===== config.mk =====
export PLATFORM = sky130hd
export DESIGN_NAME = sfhi_core
export DESIGN_NICKNAME = d
export VERILOG_FILES = /design/src/design/sfhi_sync.v /design/src/design/sfhi_core.v
export VERILOG_INCLUDE_DIRS = /design/src /design/src/design
export SDC_FILE = /design/constraint.sdc
export NUM_CORES = 1
export LEC_CHECK = 0
export ABC_AREA = 1
export BUFFER_PORTS_ARGS = -buffer_cell sky130_fd_sc_hd__buf_2
export CORE_MARGIN = 2
export CORE_UTILIZATION = 54
export CTS_CLUSTER_SIZE = 24
export DETAILED_ROUTE_END_ITERATION = 10
export PLACE_DENSITY = 0.79
export SETUP_SLACK_MARGIN = 0.05
export SLEW_MARGIN = 20
export SYNTH_ARGS = -nofsm -noshare
export SYNTH_HDL_FRONTEND = slang
export SYNTH_SLANG_ARGS = --single-unit
export TNS_END_PERCENT = 50

===== constraint.sdc =====
create_clock -name CORE_CLK -period 2.1 [get_ports CORE_CLK]
set_input_delay 0.21 -clock CORE_CLK [delete_from_list [all_inputs] [get_ports CORE_CLK]]
set_output_delay 0.21 -clock CORE_CLK [all_outputs]
set_load 0.005 [all_outputs]

===== src/design/sfhi_map.vh =====
`ifndef SFHI_MAP_VH
`define SFHI_MAP_VH
`define SFHI_CLK_MHZ      250
`define SFHI_OPC_WREN     8'h06
`define SFHI_OPC_WRDI     8'h04
`define SFHI_OPC_WRSR     8'h01
`define SFHI_OPC_RDSR1    8'h05
`define SFHI_OPC_RDSR2    8'h35
`define SFHI_OPC_READ     8'h03
`define SFHI_OPC_FREAD    8'h0b
`define SFHI_OPC_DOUT     8'h3b
`define SFHI_OPC_DIO      8'hbb
`define SFHI_OPC_QOUT     8'h6b
`define SFHI_OPC_QIO      8'heb
`define SFHI_OPC_PP       8'h02
`define SFHI_OPC_SE       8'h20
`define SFHI_OPC_BE32     8'h52
`define SFHI_OPC_BE64     8'hd8
`define SFHI_OPC_CE1      8'hc7
`define SFHI_OPC_CE2      8'h60
`define SFHI_OPC_SECP     8'h42
`define SFHI_OPC_SECE     8'h44
`define SFHI_OPC_SUSP     8'h75
`define SFHI_OPC_ENQ      8'h38
`define SFHI_OPC_EXQ      8'hff
`define SFHI_OPC_RST      8'h99
`define SFHI_OPC_PD       8'hb9
`define SFHI_OPC_REL      8'hab
`define SFHI_DUMMY_FAST   5'h08
`define SFHI_DUMMY_DIO    5'h04
`define SFHI_DUMMY_QIO    5'h06
`define SFHI_LANE1        3'h1
`define SFHI_LANE2        3'h2
`define SFHI_LANE4        3'h4
`define SFHI_SR1_BUSY     0
`define SFHI_SR1_WEL      1
`define SFHI_SR1_PROT     7
`define SFHI_SR2_LOCK     0
`define SFHI_SR2_QE       1
`define SFHI_PIN_IO0      0
`define SFHI_PIN_IO1      1
`define SFHI_PIN_WP       4
`define SFHI_PIN_HOLD     5
`define SFHI_PIN_CSN      6
`define SFHI_PIN_SCLK     7
`define SFHI_PIN_INIT     8'h70
`endif


===== src/design/sfhi_sync.v =====
`timescale 1ns/100ps
module sfhi_sync #(
  parameter       W    = 8,
  parameter [W-1:0] INIT = {W{1'b0}}
) (
  input  wire         clk,
  input  wire         rst_n,
  input  wire [W-1:0] din,
  output reg  [W-1:0] dout
);
  reg [W-1:0] s1_reg;
  reg [W-1:0] s2_reg;
  reg [W-1:0] s3_reg;
  integer     i;

  // a bit moves only once stages two and three agree, which rejects glitches
  always @(posedge clk or negedge rst_n) begin
    if (!rst_n) begin
      s1_reg <= INIT;
      s2_reg <= INIT;
      s3_reg <= INIT;
      dout   <= INIT;
    end else begin
      s1_reg <= din;
      s2_reg <= s1_reg;
      s3_reg <= s2_reg;
      for (i = 0; i < W; i = i + 1) begin
        if (s2_reg[i] == s3_reg[i]) begin
          dout[i] <= s3_reg[i];
        end
      end
    end
  end
endmodule // sfhi_sync


===== src/design/sfhi_core.v =====
`timescale 1ns/100ps
`include "sfhi_map.vh"
module sfhi_core #(
  parameter        PUW_TIME_US = 10,
  parameter        PUW_CYCLES  = PUW_TIME_US * `SFHI_CLK_MHZ,
  parameter [0:0]  INIT_QE     = 1'b0,
  parameter [0:0]  INIT_PROT   = 1'b0
) (
  input  wire        CORE_CLK,
  input  wire        RSTN,
  input  wire        SCLK,
  input  wire        CS_N,
  input  wire [3:0]  IO_IN,
  output reg  [3:0]  IO_OUT,
  output reg  [3:0]  IO_OE,
  input  wire [7:0]  RD_DATA,
  output reg  [23:0] RD_ADDR,
  output reg         RD_TAKEN,
  output reg  [7:0]  WR_DATA,
  output reg         WR_VALID,
  output reg         OP_REQ,
  output reg  [7:0]  OP_CODE,
  output reg  [23:0] OP_ADDR,
  input  wire        OP_DONE,
  output wire        BUSY,
  output wire        WRITE_ENABLE_LATCH,
  output wire        QUAD_ENABLE_BIT,
  output wire        STATUS_PROTECT_BIT,
  output wire        STATUS_LOCK_BIT,
  output wire        FOUR_WIRE_COMMAND_MODE,
  output wire        POWER_DOWN,
  output wire        PAUSED,
  output wire        WRITE_READY
);
  localparam [6:0] ST_IDLE = 7'h01;
  localparam [6:0] ST_OPC  = 7'h02;
  localparam [6:0] ST_ADDR = 7'h04;
  localparam [6:0] ST_DUMY = 7'h08;
  localparam [6:0] ST_DIN  = 7'h10;
  localparam [6:0] ST_DOUT = 7'h20;
  localparam [6:0] ST_WAIT = 7'h40;

  wire [7:0] pin_s;
  sfhi_sync #(.W(8), .INIT(`SFHI_PIN_INIT)) u_sync (
    .clk   (CORE_CLK),
    .rst_n (RSTN),
    .din   ({SCLK, CS_N, IO_IN, 2'b00}),
    .dout  (pin_s)
  );
  wire [3:0] io_s   = pin_s[5:2];
  wire       csn_s  = pin_s[`SFHI_PIN_CSN];
  wire       sclk_s = pin_s[`SFHI_PIN_SCLK];

  reg        sclk_d_reg;
  reg        csn_d_reg;
  reg [6:0]  st_reg;
  reg [6:0]  after_reg;
  reg [23:0] sh_reg;
  reg [4:0]  cnt_reg;
  reg [4:0]  dummy_reg;
  reg [2:0]  in_ln_reg;
  reg [2:0]  out_ln_reg;
  reg [7:0]  opc_reg;
  reg [7:0]  out_reg;
  reg [4:0]  ocnt_reg;
  reg        oact_reg;
  reg [1:0]  nbyte_reg;
  reg [7:0]  wsr1_reg;
  reg [7:0]  wsr2_reg;
  reg        pause_reg;
  reg        busy_reg;
  reg        wel_reg;
  reg        qe_reg;
  reg        prot_reg;
  reg        lock_reg;
  reg        qpi_reg;
  reg        pd_reg;
  reg        puw_done_reg;
  reg [15:0] puw_cnt_reg;

  wire       sclk_rise = sclk_s & ~sclk_d_reg;
  wire       sclk_fall = ~sclk_s & sclk_d_reg;
  wire       cs_fall   = ~csn_s & csn_d_reg;
  wire       cs_rise   = csn_s & ~csn_d_reg;
  wire       hold_on   = ~io_s[3] & ~qe_reg & ~csn_s;
  wire       rise_ok   = sclk_rise & ~csn_s & ~pause_reg;
  wire       fall_ok   = sclk_fall & ~csn_s & ~pause_reg;
  wire [7:0] sr1 = {prot_reg, 5'h00, wel_reg, busy_reg};
  wire [7:0] sr2 = {6'h00, qe_reg, lock_reg};

  assign BUSY                   = busy_reg;
  assign WRITE_ENABLE_LATCH     = wel_reg;
  assign QUAD_ENABLE_BIT        = qe_reg;
  assign STATUS_PROTECT_BIT     = prot_reg;
  assign STATUS_LOCK_BIT        = lock_reg;
  assign FOUR_WIRE_COMMAND_MODE = qpi_reg;
  assign POWER_DOWN             = pd_reg;
  assign PAUSED                 = pause_reg;
  assign WRITE_READY            = puw_done_reg;

  function [4:0] cpb;
    input [2:0] ln;
    begin
      cpb = (ln == `SFHI_LANE4) ? 5'h02 : (ln == `SFHI_LANE2) ? 5'h04 : 5'h08;
    end
  endfunction

  function [23:0] shin;
    input [23:0] s;
    input [3:0]  io;
    input [2:0]  ln;
    begin
      case (ln)
        `SFHI_LANE4: shin = {s[19:0], io};
        `SFHI_LANE2: shin = {s[21:0], io[1:0]};
        default:     shin = {s[22:0], io[0]};
      endcase
    end
  endfunction

  wire [23:0] sh_new = shin(sh_reg, io_s, in_ln_reg);
  wire [7:0]  b      = sh_new[7:0];
  wire [4:0]  cnt_p1 = cnt_reg + 5'h01;
  wire [2:0]  cmd_ln = qpi_reg ? `SFHI_LANE4 : `SFHI_LANE1;

  // decode of a completed opcode
  reg [6:0] d_st;
  reg [6:0] d_after;
  reg [2:0] d_aln;
  reg [2:0] d_oln;
  reg [4:0] d_dum;
  reg       d_wr;
  reg       d_ok;
  always @* begin
    d_st    = ST_IDLE;
    d_after = ST_WAIT;
    d_aln   = cmd_ln;
    d_oln   = cmd_ln;
    d_dum   = 5'h00;
    d_wr    = 1'b0;
    d_ok    = 1'b1;
    case (b)
      `SFHI_OPC_WREN, `SFHI_OPC_CE1, `SFHI_OPC_CE2: begin
        d_st = ST_WAIT;
        d_wr = 1'b1;
      end
      `SFHI_OPC_WRDI, `SFHI_OPC_EXQ, `SFHI_OPC_RST, `SFHI_OPC_PD,
      `SFHI_OPC_REL, `SFHI_OPC_SUSP: d_st = ST_WAIT;
      `SFHI_OPC_ENQ: begin
        d_st = ST_WAIT;
        d_ok = qe_reg;
      end
      `SFHI_OPC_PP, `SFHI_OPC_SECP: begin
        d_st    = ST_ADDR;
        d_after = ST_DIN;
        d_wr    = 1'b1;
      end
      `SFHI_OPC_SE, `SFHI_OPC_BE32, `SFHI_OPC_BE64, `SFHI_OPC_SECE: begin
        d_st = ST_ADDR;
        d_wr = 1'b1;
      end
      `SFHI_OPC_WRSR: begin
        d_st = ST_DIN;
        d_wr = 1'b1;
      end
      `SFHI_OPC_RDSR1, `SFHI_OPC_RDSR2: d_st = ST_DOUT;
      `SFHI_OPC_READ: begin
        d_st    = ST_ADDR;
        d_after = ST_DOUT;
      end
      `SFHI_OPC_FREAD: begin
        d_st    = ST_ADDR;
        d_after = ST_DOUT;
        d_dum   = `SFHI_DUMMY_FAST;
      end
      `SFHI_OPC_DOUT, `SFHI_OPC_DIO: begin
        d_st    = ST_ADDR;
        d_after = ST_DOUT;
        d_oln   = qpi_reg ? `SFHI_LANE4 : `SFHI_LANE2;
        d_aln   = (qpi_reg || b == `SFHI_OPC_DIO) ? d_oln : `SFHI_LANE1;
        d_dum   = (b == `SFHI_OPC_DIO) ? `SFHI_DUMMY_DIO : `SFHI_DUMMY_FAST;
      end
      `SFHI_OPC_QOUT, `SFHI_OPC_QIO: begin
        d_st    = ST_ADDR;
        d_after = ST_DOUT;
        d_oln   = `SFHI_LANE4;
        d_aln   = (qpi_reg || b == `SFHI_OPC_QIO) ? `SFHI_LANE4 : `SFHI_LANE1;
        d_dum   = (b == `SFHI_OPC_QIO) ? `SFHI_DUMMY_QIO : `SFHI_DUMMY_FAST;
        d_ok    = qe_reg;
      end
      default: d_ok = 1'b0;
    endcase
    if (pd_reg && b != `SFHI_OPC_REL) begin
      d_ok = 1'b0;
    end
    if (busy_reg && b != `SFHI_OPC_RDSR1 && b != `SFHI_OPC_RDSR2 &&
        b != `SFHI_OPC_SUSP) begin
      d_ok = 1'b0;
    end
    if (d_wr && (!puw_done_reg || (b != `SFHI_OPC_WREN && !wel_reg))) begin
      d_ok = 1'b0;
    end
    if (!d_ok) begin
      d_st = ST_IDLE;
    end
  end

  // status write permission; pin ignored once it is a data lane
  wire wp_low = ~io_s[2] & ~qe_reg;
  wire wsr_ok = wel_reg & ~lock_reg & ~(prot_reg & wp_low);
  wire commit = cs_rise && ((st_reg == ST_WAIT) ||
                (st_reg == ST_DIN && cnt_reg == 5'h00 && nbyte_reg != 2'h0));

  reg       req_next;
  reg       wel_set;
  reg       wel_clr;
  always @* begin
    req_next = 1'b0;
    wel_set  = 1'b0;
    wel_clr  = OP_DONE;
    if (commit) begin
      case (opc_reg)
        `SFHI_OPC_WREN: wel_set = 1'b1;
        `SFHI_OPC_WRDI: wel_clr = 1'b1;
        `SFHI_OPC_WRSR: req_next = wsr_ok;
        `SFHI_OPC_ENQ, `SFHI_OPC_EXQ, `SFHI_OPC_RST,
        `SFHI_OPC_PD, `SFHI_OPC_REL: req_next = 1'b0;
        default: req_next = 1'b1;
      endcase
    end
  end

  always @(posedge CORE_CLK or negedge RSTN) begin
    if (!RSTN) begin
      puw_cnt_reg  <= 16'h0000;
      puw_done_reg <= 1'b0;
    end else if (!puw_done_reg) begin
      puw_cnt_reg  <= puw_cnt_reg + 16'h0001;
      puw_done_reg <= (puw_cnt_reg >= PUW_CYCLES[15:0] - 16'h0001);
    end
  end

  always @(posedge CORE_CLK or negedge RSTN) begin
    if (!RSTN) begin
      sclk_d_reg <= 1'b0;
      csn_d_reg  <= 1'b1;
      st_reg     <= ST_IDLE;
      after_reg  <= ST_WAIT;
      sh_reg     <= 24'h000000;
      cnt_reg    <= 5'h00;
      dummy_reg  <= 5'h00;
      in_ln_reg  <= `SFHI_LANE1;
      out_ln_reg <= `SFHI_LANE1;
      opc_reg    <= 8'h00;
      out_reg    <= 8'h00;
      ocnt_reg   <= 5'h00;
      oact_reg   <= 1'b0;
      nbyte_reg  <= 2'h0;
      wsr1_reg   <= 8'h00;
      wsr2_reg   <= 8'h00;
      pause_reg  <= 1'b0;
      busy_reg   <= 1'b0;
      wel_reg    <= 1'b0;
      qe_reg     <= INIT_QE;
      prot_reg   <= INIT_PROT;
      lock_reg   <= 1'b0;
      qpi_reg    <= 1'b0;
      pd_reg     <= 1'b0;
      RD_ADDR    <= 24'h000000;
      RD_TAKEN   <= 1'b0;
      WR_DATA    <= 8'h00;
      WR_VALID   <= 1'b0;
      OP_REQ     <= 1'b0;
      OP_CODE    <= 8'h00;
      OP_ADDR    <= 24'h000000;
    end else begin
      sclk_d_reg <= sclk_s;
      csn_d_reg  <= csn_s;
      RD_TAKEN   <= 1'b0;
      WR_VALID   <= 1'b0;
      OP_REQ     <= req_next;
      if (!hold_on && (csn_s || qe_reg)) begin
        pause_reg <= 1'b0;
      end else if (hold_on != pause_reg && (!sclk_s || sclk_fall)) begin
        pause_reg <= hold_on;
      end
      // busy flag; a new request wins over completion
      if (req_next) begin
        busy_reg <= 1'b1;
      end else if (OP_DONE) begin
        busy_reg <= 1'b0;
      end
      // latch cleared on completion, set wins
      if (wel_set) begin
        wel_reg <= 1'b1;
      end else if (wel_clr) begin
        wel_reg <= 1'b0;
      end
      if (commit) begin
        OP_CODE <= opc_reg;
        // data bytes have displaced the address in sh_reg by now
        OP_ADDR <= RD_ADDR;
        case (opc_reg)
          `SFHI_OPC_ENQ: qpi_reg <= 1'b1;
          `SFHI_OPC_EXQ, `SFHI_OPC_RST: qpi_reg <= 1'b0;
          `SFHI_OPC_PD:  pd_reg <= 1'b1;
          `SFHI_OPC_REL: pd_reg <= 1'b0;
          `SFHI_OPC_WRSR: begin
            if (wsr_ok) begin
              prot_reg <= wsr1_reg[`SFHI_SR1_PROT];
              if (nbyte_reg == 2'h2) begin
                lock_reg <= wsr2_reg[`SFHI_SR2_LOCK];
                qe_reg   <= wsr2_reg[`SFHI_SR2_QE] | qpi_reg;
              end
            end
          end
          default: pd_reg <= pd_reg;
        endcase
      end
      if (csn_s) begin
        st_reg   <= ST_IDLE;
        oact_reg <= 1'b0;
      end else if (cs_fall) begin
        st_reg    <= ST_OPC;
        cnt_reg   <= 5'h00;
        in_ln_reg <= cmd_ln;
        nbyte_reg <= 2'h0;
        oact_reg  <= 1'b0;
        ocnt_reg  <= 5'h00;
      end else if (rise_ok) begin
        sh_reg  <= sh_new;
        cnt_reg <= cnt_p1;
        case (st_reg)
          ST_OPC: begin
            if (cnt_p1 == cpb(in_ln_reg)) begin
              opc_reg    <= b;
              st_reg     <= d_st;
              after_reg  <= d_after;
              in_ln_reg  <= (d_st == ST_DIN) ? cmd_ln : d_aln;
              out_ln_reg <= d_oln;
              dummy_reg  <= d_dum;
              cnt_reg    <= 5'h00;
            end
          end
          ST_ADDR: begin
            if (cnt_p1 == 5'h03 * cpb(in_ln_reg)) begin
              cnt_reg   <= 5'h00;
              RD_ADDR   <= sh_new;
              in_ln_reg <= cmd_ln;
              if (after_reg == ST_DOUT && dummy_reg != 5'h00) begin
                st_reg <= ST_DUMY;
              end else begin
                st_reg <= after_reg;
              end
            end
          end
          ST_DUMY: begin
            if (cnt_p1 == dummy_reg) begin
              st_reg  <= ST_DOUT;
              cnt_reg <= 5'h00;
            end
          end
          ST_DIN: begin
            if (cnt_p1 == cpb(in_ln_reg)) begin
              cnt_reg  <= 5'h00;
              WR_DATA  <= b;
              WR_VALID <= (opc_reg != `SFHI_OPC_WRSR);
              if (nbyte_reg == 2'h0) begin
                wsr1_reg <= b;
              end else if (nbyte_reg == 2'h1) begin
                wsr2_reg <= b;
              end
              if (nbyte_reg != 2'h2) begin
                nbyte_reg <= nbyte_reg + 2'h1;
              end
            end
          end
          ST_DOUT: cnt_reg <= 5'h00;
          ST_WAIT: st_reg <= ST_IDLE;
          default: cnt_reg <= 5'h00;
        endcase
      end else if (fall_ok && st_reg == ST_DOUT) begin
        oact_reg <= 1'b1;
        ocnt_reg <= (ocnt_reg + 5'h01 == cpb(out_ln_reg)) ? 5'h00 : ocnt_reg + 5'h01;
        if (ocnt_reg != 5'h00) begin
          out_reg <= out_reg << out_ln_reg;
        end else if (opc_reg == `SFHI_OPC_RDSR1) begin
          out_reg <= sr1;
        end else if (opc_reg == `SFHI_OPC_RDSR2) begin
          out_reg <= sr2;
        end else begin
          out_reg  <= RD_DATA;
          RD_TAKEN <= 1'b1;
          RD_ADDR  <= RD_ADDR + 24'h000001;
        end
      end
    end
  end

  // outputs float while paused or deselected
  always @* begin
    IO_OUT = 4'h0;
    IO_OE  = 4'h0;
    case (out_ln_reg)
      `SFHI_LANE4: IO_OUT = out_reg[7:4];
      `SFHI_LANE2: IO_OUT = {2'b00, out_reg[7:6]};
      default:     IO_OUT = {2'b00, out_reg[7], 1'b0};
    endcase
    if (oact_reg && st_reg == ST_DOUT && !pause_reg && !csn_s) begin
      case (out_ln_reg)
        `SFHI_LANE4: IO_OE = 4'hf;
        `SFHI_LANE2: IO_OE = 4'h3;
        default:     IO_OE = 4'h2;
      endcase
    end
  end
endmodule // sfhi_core


Word-level counts from Yosys, hierarchy flattened
Cells that the tools add are included.

operators by class
  $add $sub $neg = 5
  multipliers = 1
  div/mod/pow operators = 0
  magnitude comparators = 1
  equal/unequal tests = 79
  shift operators = 1
  mux-type cells = 95
  bitwise gates (word level) = 28
  reduce and logical (&&, ||, !) cells = 78

operators with widths
  cell                                                                  number
  two-way mux 24 bit                                                    7
  == test 8 bit (second input constant)                                 12
  two-way mux 7 bit                                                     8
  one-hot mux 7 bit (4 select lines)                                    2
  == test 8 x 3 -> 1 bit (second input constant)                        6
  == test 8 x 6 -> 1 bit (second input constant)                        6
  == test 8 x 7 -> 1 bit (second input constant)                        6
  one-hot mux 24 bit (2 select lines)                                   1
  two-way mux 5 bit                                                     9
  two-way mux 1 bit                                                     32
  two-way mux 4 bit                                                     7
  two-way mux 3 bit                                                     9
  AND reduction 5 bit                                                   5
  adder 24 x 1 -> 24 bit (second input constant)                        1
  two-way mux 8 bit                                                     3
  nonzero test 2 bit                                                    12
  OR reduction 22 bit                                                   1
  one-hot mux 5 bit (4 select lines)                                    1
  OR reduction 10 bit                                                   2
  one-hot mux 3 bit (2 select lines)                                    3
  adder 16 x 1 -> 16 bit (second input constant)                        1
  == test 8 x 1 -> 1 bit (second input constant)                        2
  == test 8 x 2 -> 1 bit (second input constant)                        2
  greater-or-equal comparator 16 x 12 -> 1 bit (second input constant)  1
  56 further kinds                                                      149

word-level totals
  register bits = 205
  bits in latches = 0
  memory bits (writable) = 0
  bits in read-only memories = 0
  memories kept = 0

Longest topological paths before layout
Gate-level depths: netlist of run 1.

  word-level depth = 15
  mapped depth = 20

Cells and area by module
A second synthesis of run 1 with hierarchy kept.

unflattened totals
  cells, all modules = 1,285
  area, all modules = 10,385.0 µm²

by module, submodules not included
  module     instances  cells an instance  area an instance (µm²)
  sfhi_core  1          1,221              9,439.1
  sfhi_sync  1          64                 945.9

Worst setup path after synthesis of run 1
Ideal clock, no wire load.

  kind = register to register
  start point = register RD_ADDR[0]
  end point = register RD_ADDR[16]
  setup time = 130 ps
  arrival = 1,991 ps
  slack = -22 ps
  stages on the path, launching flop included = 11
  path buffers = 0
  clock period less this slack = 2,122 ps
  cells stage by stage = dfrtp_1 ha_1 nand3_1 nor4_1 and3_1 nand4_1 nor2_1 xor2_1 nand2_1 o211ai_1 o21ai_0

on the way
  longest elaborated chain between the ends = 6

ends and longest elaborated chain
  what                      RTL line         RTL
  start: declaration        sfhi_core.v:17   output reg [23:0] RD_ADDR,
  start signal: assignment  sfhi_core.v:348  RD_ADDR <= sh_new;
  start signal: assignment  sfhi_core.v:394  RD_ADDR <= RD_ADDR + 24'h000001;
  adder 24 x 1 -> 24 bit    sfhi_core.v:394
  two-way mux 24 bit        sfhi_core.v:389  end else if (opc_reg == `SFHI_OPC_RDSR2) begin
  two-way mux 24 bit        sfhi_core.v:387  end else if (opc_reg == `SFHI_OPC_RDSR1) begin
  two-way mux 24 bit        sfhi_core.v:385  if (ocnt_reg != 5'h00) begin
  two-way mux 24 bit        sfhi_core.v:382  end else if (fall_ok && st_reg == ST_DOUT) begin
  two-way mux 24 bit        sfhi_core.v:330  end else if (rise_ok) begin

No other way between the ends. The select of a mux whose other input is x is not followed.
A chain may end at the register's enable or synchronous reset.

Worst setup path after layout of run 1
  start point = register in_ln_reg[0]
  end point = register st_reg[0]

on the way
  longest elaborated chain between the ends = 14
  elaborated cells on any way between the ends = 66

ends and longest elaborated chain
  what                                                                     RTL line         RTL
  start: declaration                                                       sfhi_core.v:61   reg [2:0] in_ln_reg;
  start signal: assignment                                                 sfhi_core.v:252  in_ln_reg <= `SFHI_LANE1;
  start signal: assignment                                                 sfhi_core.v:326  in_ln_reg <= cmd_ln;
  start signal: assignment                                                 sfhi_core.v:339  in_ln_reg <= (d_st == ST_DIN) ? cmd_ln : d_aln;
  == test 3 x 2 -> 1 bit or == test 3 bit (tied branches)                  sfhi_core.v:113  case (ln)
  one-hot mux 24 bit (2 select lines)                                      sfhi_core.v:113
  == test 8 bit (tied with other cells)                                    sfhi_core.v:142  case (b)
  OR reduction 22 bit (no line) (tied with other cells)                    --
  one-hot mux 1 bit (2 select lines) or logical AND 1 bit (tied branches)  --
  two-way mux 1 bit or logical AND 1 bit (tied branches)                   --
  two-way mux 1 bit                                                        sfhi_core.v:196  if (busy_reg && b != `SFHI_OPC_RDSR1 && b != `SFHI_OPC_RDSR2 &&
  two-way mux 1 bit                                                        sfhi_core.v:200  if (d_wr && (!puw_done_reg || (b != `SFHI_OPC_WREN && !wel_reg))) begin
  two-way mux 7 bit                                                        sfhi_core.v:203  if (!d_ok) begin
  two-way mux 7 bit                                                        sfhi_core.v:335  if (cnt_p1 == cpb(in_ln_reg)) begin
  one-hot mux 7 bit (4 select lines)                                       sfhi_core.v:333  case (st_reg)
  two-way mux 7 bit                                                        sfhi_core.v:330
  two-way mux 7 bit                                                        sfhi_core.v:323  end else if (cs_fall) begin
  two-way mux 7 bit                                                        sfhi_core.v:320  if (csn_s) begin
  end signal: assignment                                                   sfhi_core.v:337  st_reg <= d_st;
  end signal: assignment                                                   sfhi_core.v:353  st_reg <= after_reg;
  end: declaration                                                         sfhi_core.v:56   reg [6:0] st_reg;

Several ways; a longest one is shown, not always the timed one. The select of a mux whose other input is x is not followed.

==> results.tsv, run 1 <==
stage	metric	value	unit
outcome	status	complete, but fails checks	
outcome	violated checks	setup timing	
detailed_routing	DR pass1 iterations	5	
timing	Tcrit/Tclk final	1.14	
logic_synthesis	Mapped Nets	1291	
clock_network	Clock Sinks	192	
logic_synthesis	top cell type's share of synthesized area	0.428	
cells_and_area	most frequent cells in the layout	nand2_1 (257), dfrtp_1 (174), inv_1 (165)	
clock_network	number of buffers created by CTS	17	
worst_setup_path	Startpoint Class	flip-flop	
worst_hold_path	worst hold stages	3	
place	dpl cells	1707	
timing	RSZ-0062 raised after global routing	true	
global_routing	Global Route Usage Sum	0.290	
timing	Worst-Margin Slew	0.602	ns
detailed_routing	wire per inst	16.3	um
clock_network	CTS tree	done	
global_routing	antenna violations before repair	0	
die	Core Footprint	18600	sq um
worst_setup_path	cell family with most CP delay	simple AND/OR/NAND/NOR gates	
power_and_ir_drop	PwrDens	811	nW/um^2
timing	Slew headroom	0.593	
logic_synthesis	Post-Syn Area per Cell	8.08	sq um
detailed_routing	Residual DRC	0	
timing	setup TNS	-10.87	ns
place	port bufs	100	
logic_synthesis	Synth area leader	dfrtp_1	
worst_setup_path	cell mode on critical path	nand2_1	
worst_setup_path	critical path type	reg -> reg	
timing	clock period minus final worst setup slack	2.38	ns
cells_and_area	area grow syn2layout	34.7	%
power_and_ir_drop	P_leak	6.92	nW
worst_setup_path	buffer and inverter count on the worst path	3	
detailed_routing	post-route ant nets	0	
worst_setup_path	Crit. End Element	flip-flop	
worst_setup_path	Reg2Reg Setup Slack	-0.28	ns
timing	Hold Vio Cnt, Final	0	
die	die footprint	20000	sq um
die	die height	142	um
run	Max Cap Viol	0	
detailed_routing	Via Count	9927	
global_routing	met1 Use GR	0.381	
clock_network	H-tree depth	4	
timing	max-slew violation count	0	
logic_synthesis	Seq/Total Area, Yosys	0.472	
global_routing	grt met3 use	0.0506	
cells_and_area	final cell count without fillers	1797	
global_routing	GR peak layer	met2	
clock_network	Longest Clk Path Bufs	2	
worst_hold_path	Worst Hold Class	in -> reg	
logic_synthesis	register bit total from synthesis	192	
global_routing	first-pass GRT wire length	46500	um
die	row count	50	
die	I/O Pins	101	
clock_network	Clk Latency, worst-skew pair	0.44	ns
worst_setup_path	Max FO, Critical Path	7	
worst_setup_path	worst path required time	2.47	ns
worst_setup_path	worst-path cell chain	inv_4 > buf_4 > nand4_1 > nand2_2 > nor2_4 > nand2_4 > nor2_2 > nand3b_1 > buf_4 > nand3_1 > nor2_1 > nand3_2 > nand2_2 > nand2_1 > nand2_1 > nand2_1 > nand2_1	
timing	final worst slack	-0.284	ns
place	placer congestion estimate	0.966	
place	pre-CTS setup slack	-0.255	ns
cells_and_area	Nets	1577	
worst_setup_path	Slowest cell on crit path	dfstp_2	
power_and_ir_drop	Max IR drop VDD	0.758	mV
logic_synthesis	Mapped Area	10200	sq um
worst_setup_path	worst reg2reg path depth	17	
detailed_routing	routed wire length	29300	um
clock_network	clock tree root driver cell	clkbuf_16	
logic_synthesis	Netlist cell types	56	
detailed_routing	Initial DRC Count	775	
timing	final setup vio count	95	
logic_synthesis	Yosys warning count	0	
logic_synthesis	post-synthesis instance total	1265	
cells_and_area	most common cell after layout, fill and taps aside	nand2_1	
timing	worst clock skew	0.0130	ns
worst_setup_path	Data arrival, critical path	2.75	ns
global_routing	largest net degree at the start of global routing	59	
logic_synthesis	Synth area leaders	dfrtp_1 (43%), nand2_1 (11%), inv_1 (6.4%)	
timing	fmax	419	MHz
worst_setup_path	Worst path depth	17	
global_routing	met2 global-route usage	0.476	
detailed_routing	vias per cell	5.52	
place	Post-DP HPWL	20400	um
clock_network	CTS clk-pin slew, worst paths	0.07	ns
cells_and_area	Inserted Diodes	0	
worst_setup_path	CP peak stage delay	0.59	ns
die	initial core utilization	0.548	
global_routing	remaining global-route overflow	0	
global_routing	vias in the first global route	9613	
die	die width	142	um
cells_and_area	share of cells above drive strength 1	0.326	
==> final timing paths <==
path                                  start          endpoint
max                            in_ln_reg[0]         st_reg[0]
min                              RD_DATA[5]        out_reg[5]
max reg2reg                    in_ln_reg[0]         st_reg[0]
min reg2reg                u_sync.s1_reg[3]  u_sync.s2_reg[3]
max in group asynchronous              RSTN    u_sync.dout[4]
min in group asynchronous              RSTN        OP_ADDR[6]
==> tightest hold or removal path, cell delays in order <==
cell and delay [ns]:
buf_2 0.09, nand2_2 0.04, o211ai_1 0.07
==> cells in the mapped netlist (all sizes together) <==
master / count
nand2: 308
a31oi: 3
dfrtp: 175
dfstp: 17
and3: 3
a32oi: 2
xor2: 38
a21oi: 23
nor2: 124
o21a: 1
nand4: 24
a41o: 1
inv: 182
o22ai: 8
o211ai: 19
clkbuf: 18
o31ai: 3
or2: 1
ha: 9
o311ai: 3
buf: 16
o21ai: 134
a221oi: 1
xnor2: 5
o221ai: 13
nor3: 22
nand3: 85
o2111ai: 1
o41ai: 2
a21o: 1
nor4: 11
maj3: 6
nand3b: 2
or4: 1
a22oi: 3
==> metrics by stage <==
stage           util  instance area (sq um)  power [mW]  hold slack [ns]
5_1_grt        0.739                  13800        11.6           0.0287
3_5_place_dp   0.645                  12000        7.12            0.160
6_report       0.739                  13800        11.2           0.0113
4_1_cts        0.711                  13300        10.9          0.00643
2_1_floorplan      -                  10200        5.85          -0.0856
3_3_place_gp   0.645                  12000        7.10            0.158
==> metal layers <==
metal	share of wire	routed length, um
met5	0	0
met2	0.48	14100
met3	0.059	1740
met4	0.034	1010
met1	0.43	12500
==> logic make-up (layout without fill, tap and decap cells) <==
group                    count (synthesis)  in the layout  share of synthesized area
flip-flops                             192            192                      0.472
buffers and inverters                  216            514                     0.0860
AND/OR/NAND/NOR                        581            581                      0.260
adder cells (fa/ha/maj)                 15             15                     0.0169
XOR/XNOR                                43             43                     0.0368
AO/OA/AOI/OAI                          218            218                      0.128
==> power breakdown <==
| part | internal (mW) | switching, mW |
|---|---|---|
| Sequential | 3.90 | 0.180 |
| Clock | 1.71 | 1.45 |
| Combinational | 1.65 | 2.28 |
==> area by class of cell <==
type / instances / area (sq um)
Fill cell: 1353 / 4870
Clock buffer: 20 / 457
Multi-Input combinational cell: 857 / 5070
Timing Repair Buffer: 301 / 2310
Sequential cell: 192 / 4830
Tap cell: 234 / 293
Clock inverter: 11 / 105
Inverter: 182 / 707
==> what timing repair did <==
item | in CTS | in global routing
resized for setup | 117 | 83
buffers inserted | 28 | 18
pin swaps | 27 | 26
gates cloned | 1 | 2
endpoints found under the hold margin | 44 | 1
hold buffers | 9 | 1
endpoints found under the setup margin | 104 | 128
Power figures use the tool's default switching activity.
==> run 2, diff against run 1 <==
--- a/config.mk
+++ b/config.mk
@@ -12,7 +12,7 @@
 export CORE_UTILIZATION = 54
 export CTS_CLUSTER_SIZE = 24
 export DETAILED_ROUTE_END_ITERATION = 10
-export PLACE_DENSITY = 0.79
+export PLACE_DENSITY_LB_ADDON = 0.05
 export SETUP_SLACK_MARGIN = 0.05
 export SLEW_MARGIN = 20
 export SYNTH_ARGS = -nofsm -noshare
==> results.tsv, run 2 (synthesis gave the netlist of run 1 again) <==
stage	metric	value	unit	change
detailed_routing	routed wire length	31000	um	+5.8%
die	die height	142	um	unchanged
timing	fmax	427	MHz	+1.7%
worst_setup_path	Crit. Startpoint	in_ln_reg[1]		
detailed_routing	Residual DRC	0		unchanged
detailed_routing	DR pass1 iterations	5		unchanged
worst_setup_path	cell family with most CP delay	simple AND/OR/NAND/NOR gates		
worst_setup_path	Worst path depth	16		-1
timing	final worst slack	-0.244	ns	+0.0397 ns
clock_network	number of buffers created by CTS	17		unchanged
die	Core Footprint	18600	sq um	unchanged
run	Max Cap Viol	0		unchanged
timing	Worst-Margin Slew	0.579	ns	-0.0232 ns
cells_and_area	share of cells above drive strength 1	0.368		+0.0415
cells_and_area	final core occ	0.777		+0.0379
clock_network	Clk Latency, worst-skew pair	0.45	ns	about the same
worst_setup_path	Slowest cell on crit path	dfrtp_1		
detailed_routing	Initial DRC Count	721		-7.0%
timing	worst clock skew	0.0201	ns	+0.00710 ns
global_routing	first-pass GRT wire length	48300	um	+3.9%
worst_setup_path	FF-to-FF End	st_reg[0]		
power_and_ir_drop	switching pwr	4.18	mW	+7.0%
global_routing	antenna violations before repair	0		unchanged
timing	Tcrit/Tclk final	1.12		-0.0189
clock_network	CTS clk-pin slew, worst paths	0.08	ns	about the same
worst_setup_path	Data arrival, critical path	2.73	ns	-0.02 ns
clock_network	H-tree depth	4		unchanged
worst_hold_path	Hold Crit Start	RD_DATA[6]		
worst_setup_path	critical path type	reg -> reg		
power_and_ir_drop	Design Power	11.5	mW	+2.9%
power_and_ir_drop	Max IR drop VDD	0.791	mV	+4.4%
detailed_routing	post-route ant nets	0		unchanged
worst_setup_path	origin of the critical flop-to-flop path	in_ln_reg[1]		
clock_network	clock tree root driver cell	clkbuf_16		
cells_and_area	most common cell after layout, fill and taps aside	nand2_1		
die	die footprint	20000	sq um	unchanged
clock_network	CTS tree	done		
place	Post-DP HPWL	21000	um	+2.9%
global_routing	Global Route Usage Sum	0.308		+0.0185
worst_setup_path	worst reg2reg path depth	16		-1
worst_setup_path	CP endpoint	st_reg[0]		
outcome	status	complete, but fails checks		
detailed_routing	wire per inst	16.9	um	+3.9%
die	I/O Pins	101		unchanged
die	row count	50		unchanged
timing	RSZ-0062 raised after global routing	true		
timing	final setup vio count	71		-25%
worst_setup_path	CP peak stage delay	0.43	ns	-0.16 ns
power_and_ir_drop	PwrDens	793	nW/um^2	-2.1%
power_and_ir_drop	switching part of the total power	0.364		+0.0140
clock_network	Longest Clk Path Bufs	2		unchanged
global_routing	largest net degree at the start of global routing	52		-12%
power_and_ir_drop	Clock Power Share	0.290		+0.007
cells_and_area	most frequent cells in the layout	nand2_1 (252), buf_4 (181), dfrtp_1 (172)		
cells_and_area	area grow syn2layout	41.6	%	
worst_setup_path	worst path required time	2.49	ns	+0.02 ns
worst_setup_path	Reg2Reg Setup Slack	-0.24	ns	+0.04 ns
power_and_ir_drop	Comb power frac	0.353		about the same
outcome	violated checks	setup timing		
worst_hold_path	Worst Hold Class	in -> reg		
power_and_ir_drop	total internal power	7.30	mW	+0.67%
global_routing	vias in the first global route	9523		-0.94%
timing	clock period minus final worst setup slack	2.34	ns	-0.0397 ns
detailed_routing	vias per cell	5.48		-0.78%
detailed_routing	Via Count	10000		+1.0%
die	die width	142	um	unchanged
clock_network	Clock Sinks	192		unchanged
worst_setup_path	cell mode on critical path	nand2_1		
place	placer congestion estimate	1.03		+6.6%
power_and_ir_drop	P_leak	7.15	nW	+3.4%
cells_and_area	Nets	1609		+2.0%
worst_setup_path	Max FO, Critical Path	6		-1
global_routing	remaining global-route overflow	0		unchanged
cells_and_area	filler instances	1320		-2.4%
cells_and_area	Inserted Diodes	0		unchanged
worst_setup_path	worst-path cell chain	buf_4 > nand3_4 > nand2_8 > nor2_4 > nor2_4 > nand2_4 > nor2_4 > nand3_2 > nand2_2 > o21ai_2 > a21oi_4 > nand2_2 > nand2_1 > nand2_1 > nand2_1 > nand2_1		
worst_setup_path	buffer and inverter count on the worst path	1		-2
timing	Slew headroom	0.609		+0.0157
worst_setup_path	Startpoint Class	flip-flop		
die	initial core utilization	0.548		unchanged
place	port bufs	100		unchanged
power_and_ir_drop	Seq pwr share	0.358		-0.007
worst_setup_path	Crit. End Element	flip-flop		
timing	Hold Vio Cnt, Final	0		unchanged
timing	max-slew violation count	0		unchanged
## run 2: cell types whose count changed in the layout (fill, tap and decap cells not counted), moves of 4 or more
cell | before | now
buf_4 | 161 | 181
buf_6 | 12 | 21
clkinv_2 | 4 | 0
inv_1 | 165 | 159
inv_4 | 3 | 7
nand2_1 | 257 | 252
nand2_4 | 12 | 18
nand3_1 | 59 | 49
nand3_4 | 5 | 13
nor2_1 | 84 | 75
nor2_4 | 16 | 26
o21ai_0 | 86 | 74
o21ai_1 | 38 | 47
## run 2: worst min path at each step
stage,endpoint,slack [ns],depth (start not counted)
floorplan,BUSY,-0.09,0
global placement,OP_ADDR[6],0.20,1
detailed placement,OP_ADDR[5],0.20,1
CTS,out_reg[6],0.01,3
global route,out_reg[6],0.02,3
finish,out_reg[6],0.02,3
## run 2: what timing repair did
action,CTS,global route
cloned,6,0
hold buffers,11,0
pin swaps,51,54
setup buffers,31,17
gates resized for setup,200,110
endpoints found under the hold margin,50,0
endpoints found under the setup margin,88,143
## run 2: final cells by class
cell class / count / area [sq um] / share of cell area
multi-input combinational: 858 / 5410 / 0.374
tap: 234 / 293 / 0.0202
clock inverter: 14 / 168 / 0.0116
timing repair buffer: 332 / 2610 / 0.180
inverter: 182 / 726 / 0.0501
clock buffer: 18 / 439 / 0.0303
sequential: 192 / 4830 / 0.334
## run 2: stage by stage
step | instance area [sq um] | cells | setup TNS (ns) | setup slack (ns) | hold WS [ns]
floorplan | 10200 | 1265 | 0 | 0.0327 | -0.0856
global placement | 12200 | 1734 | -5.11 | -0.287 | 0.203
detailed placement | 12200 | 1734 | -6.11 | -0.241 | 0.202
CTS | 13900 | 1813 | -2.86 | -0.183 | 0.0132
global route | 14500 | 1830 | -17.34 | -0.430 | 0.0202
finish | 14500 | 1830 | -8.12 | -0.244 | 0.0230
## run 2: power groups by stage
stage          Clock, mW  Combinational, mW  Sequential (mW)
2_1_floorplan          0               1.78             4.07
3_3_place_gp           0               2.98             4.13
3_5_place_dp           0               2.96             4.13
4_1_cts             3.37               3.70             4.08
5_1_grt             3.50               4.34             4.12
6_report            3.33               4.05             4.11
## run 2: layer usage
metal  part of all wire  wire, um  track usage
met1               0.43     13400        0.411
met2               0.49     15100        0.507
met3              0.054      1670       0.0607
met4              0.026       799        0.105
met5                  0         0            0
## run 2: worst reg2reg max path, cell delays in order (launching register included)
cell and delay [ns]:
dfrtp_1 0.43, buf_4 0.15, nand3_4 0.17, nand2_8 0.18
nor2_4 0.05, nor2_4 0.18, nand2_4 0.09, nor2_4 0.24
nand3_2 0.15, nand2_2 0.09, o21ai_2 0.07, a21oi_4 0.19
nand2_2 0.08, nand2_1 0.07, nand2_1 0.05, nand2_1 0.05
nand2_1 0.05
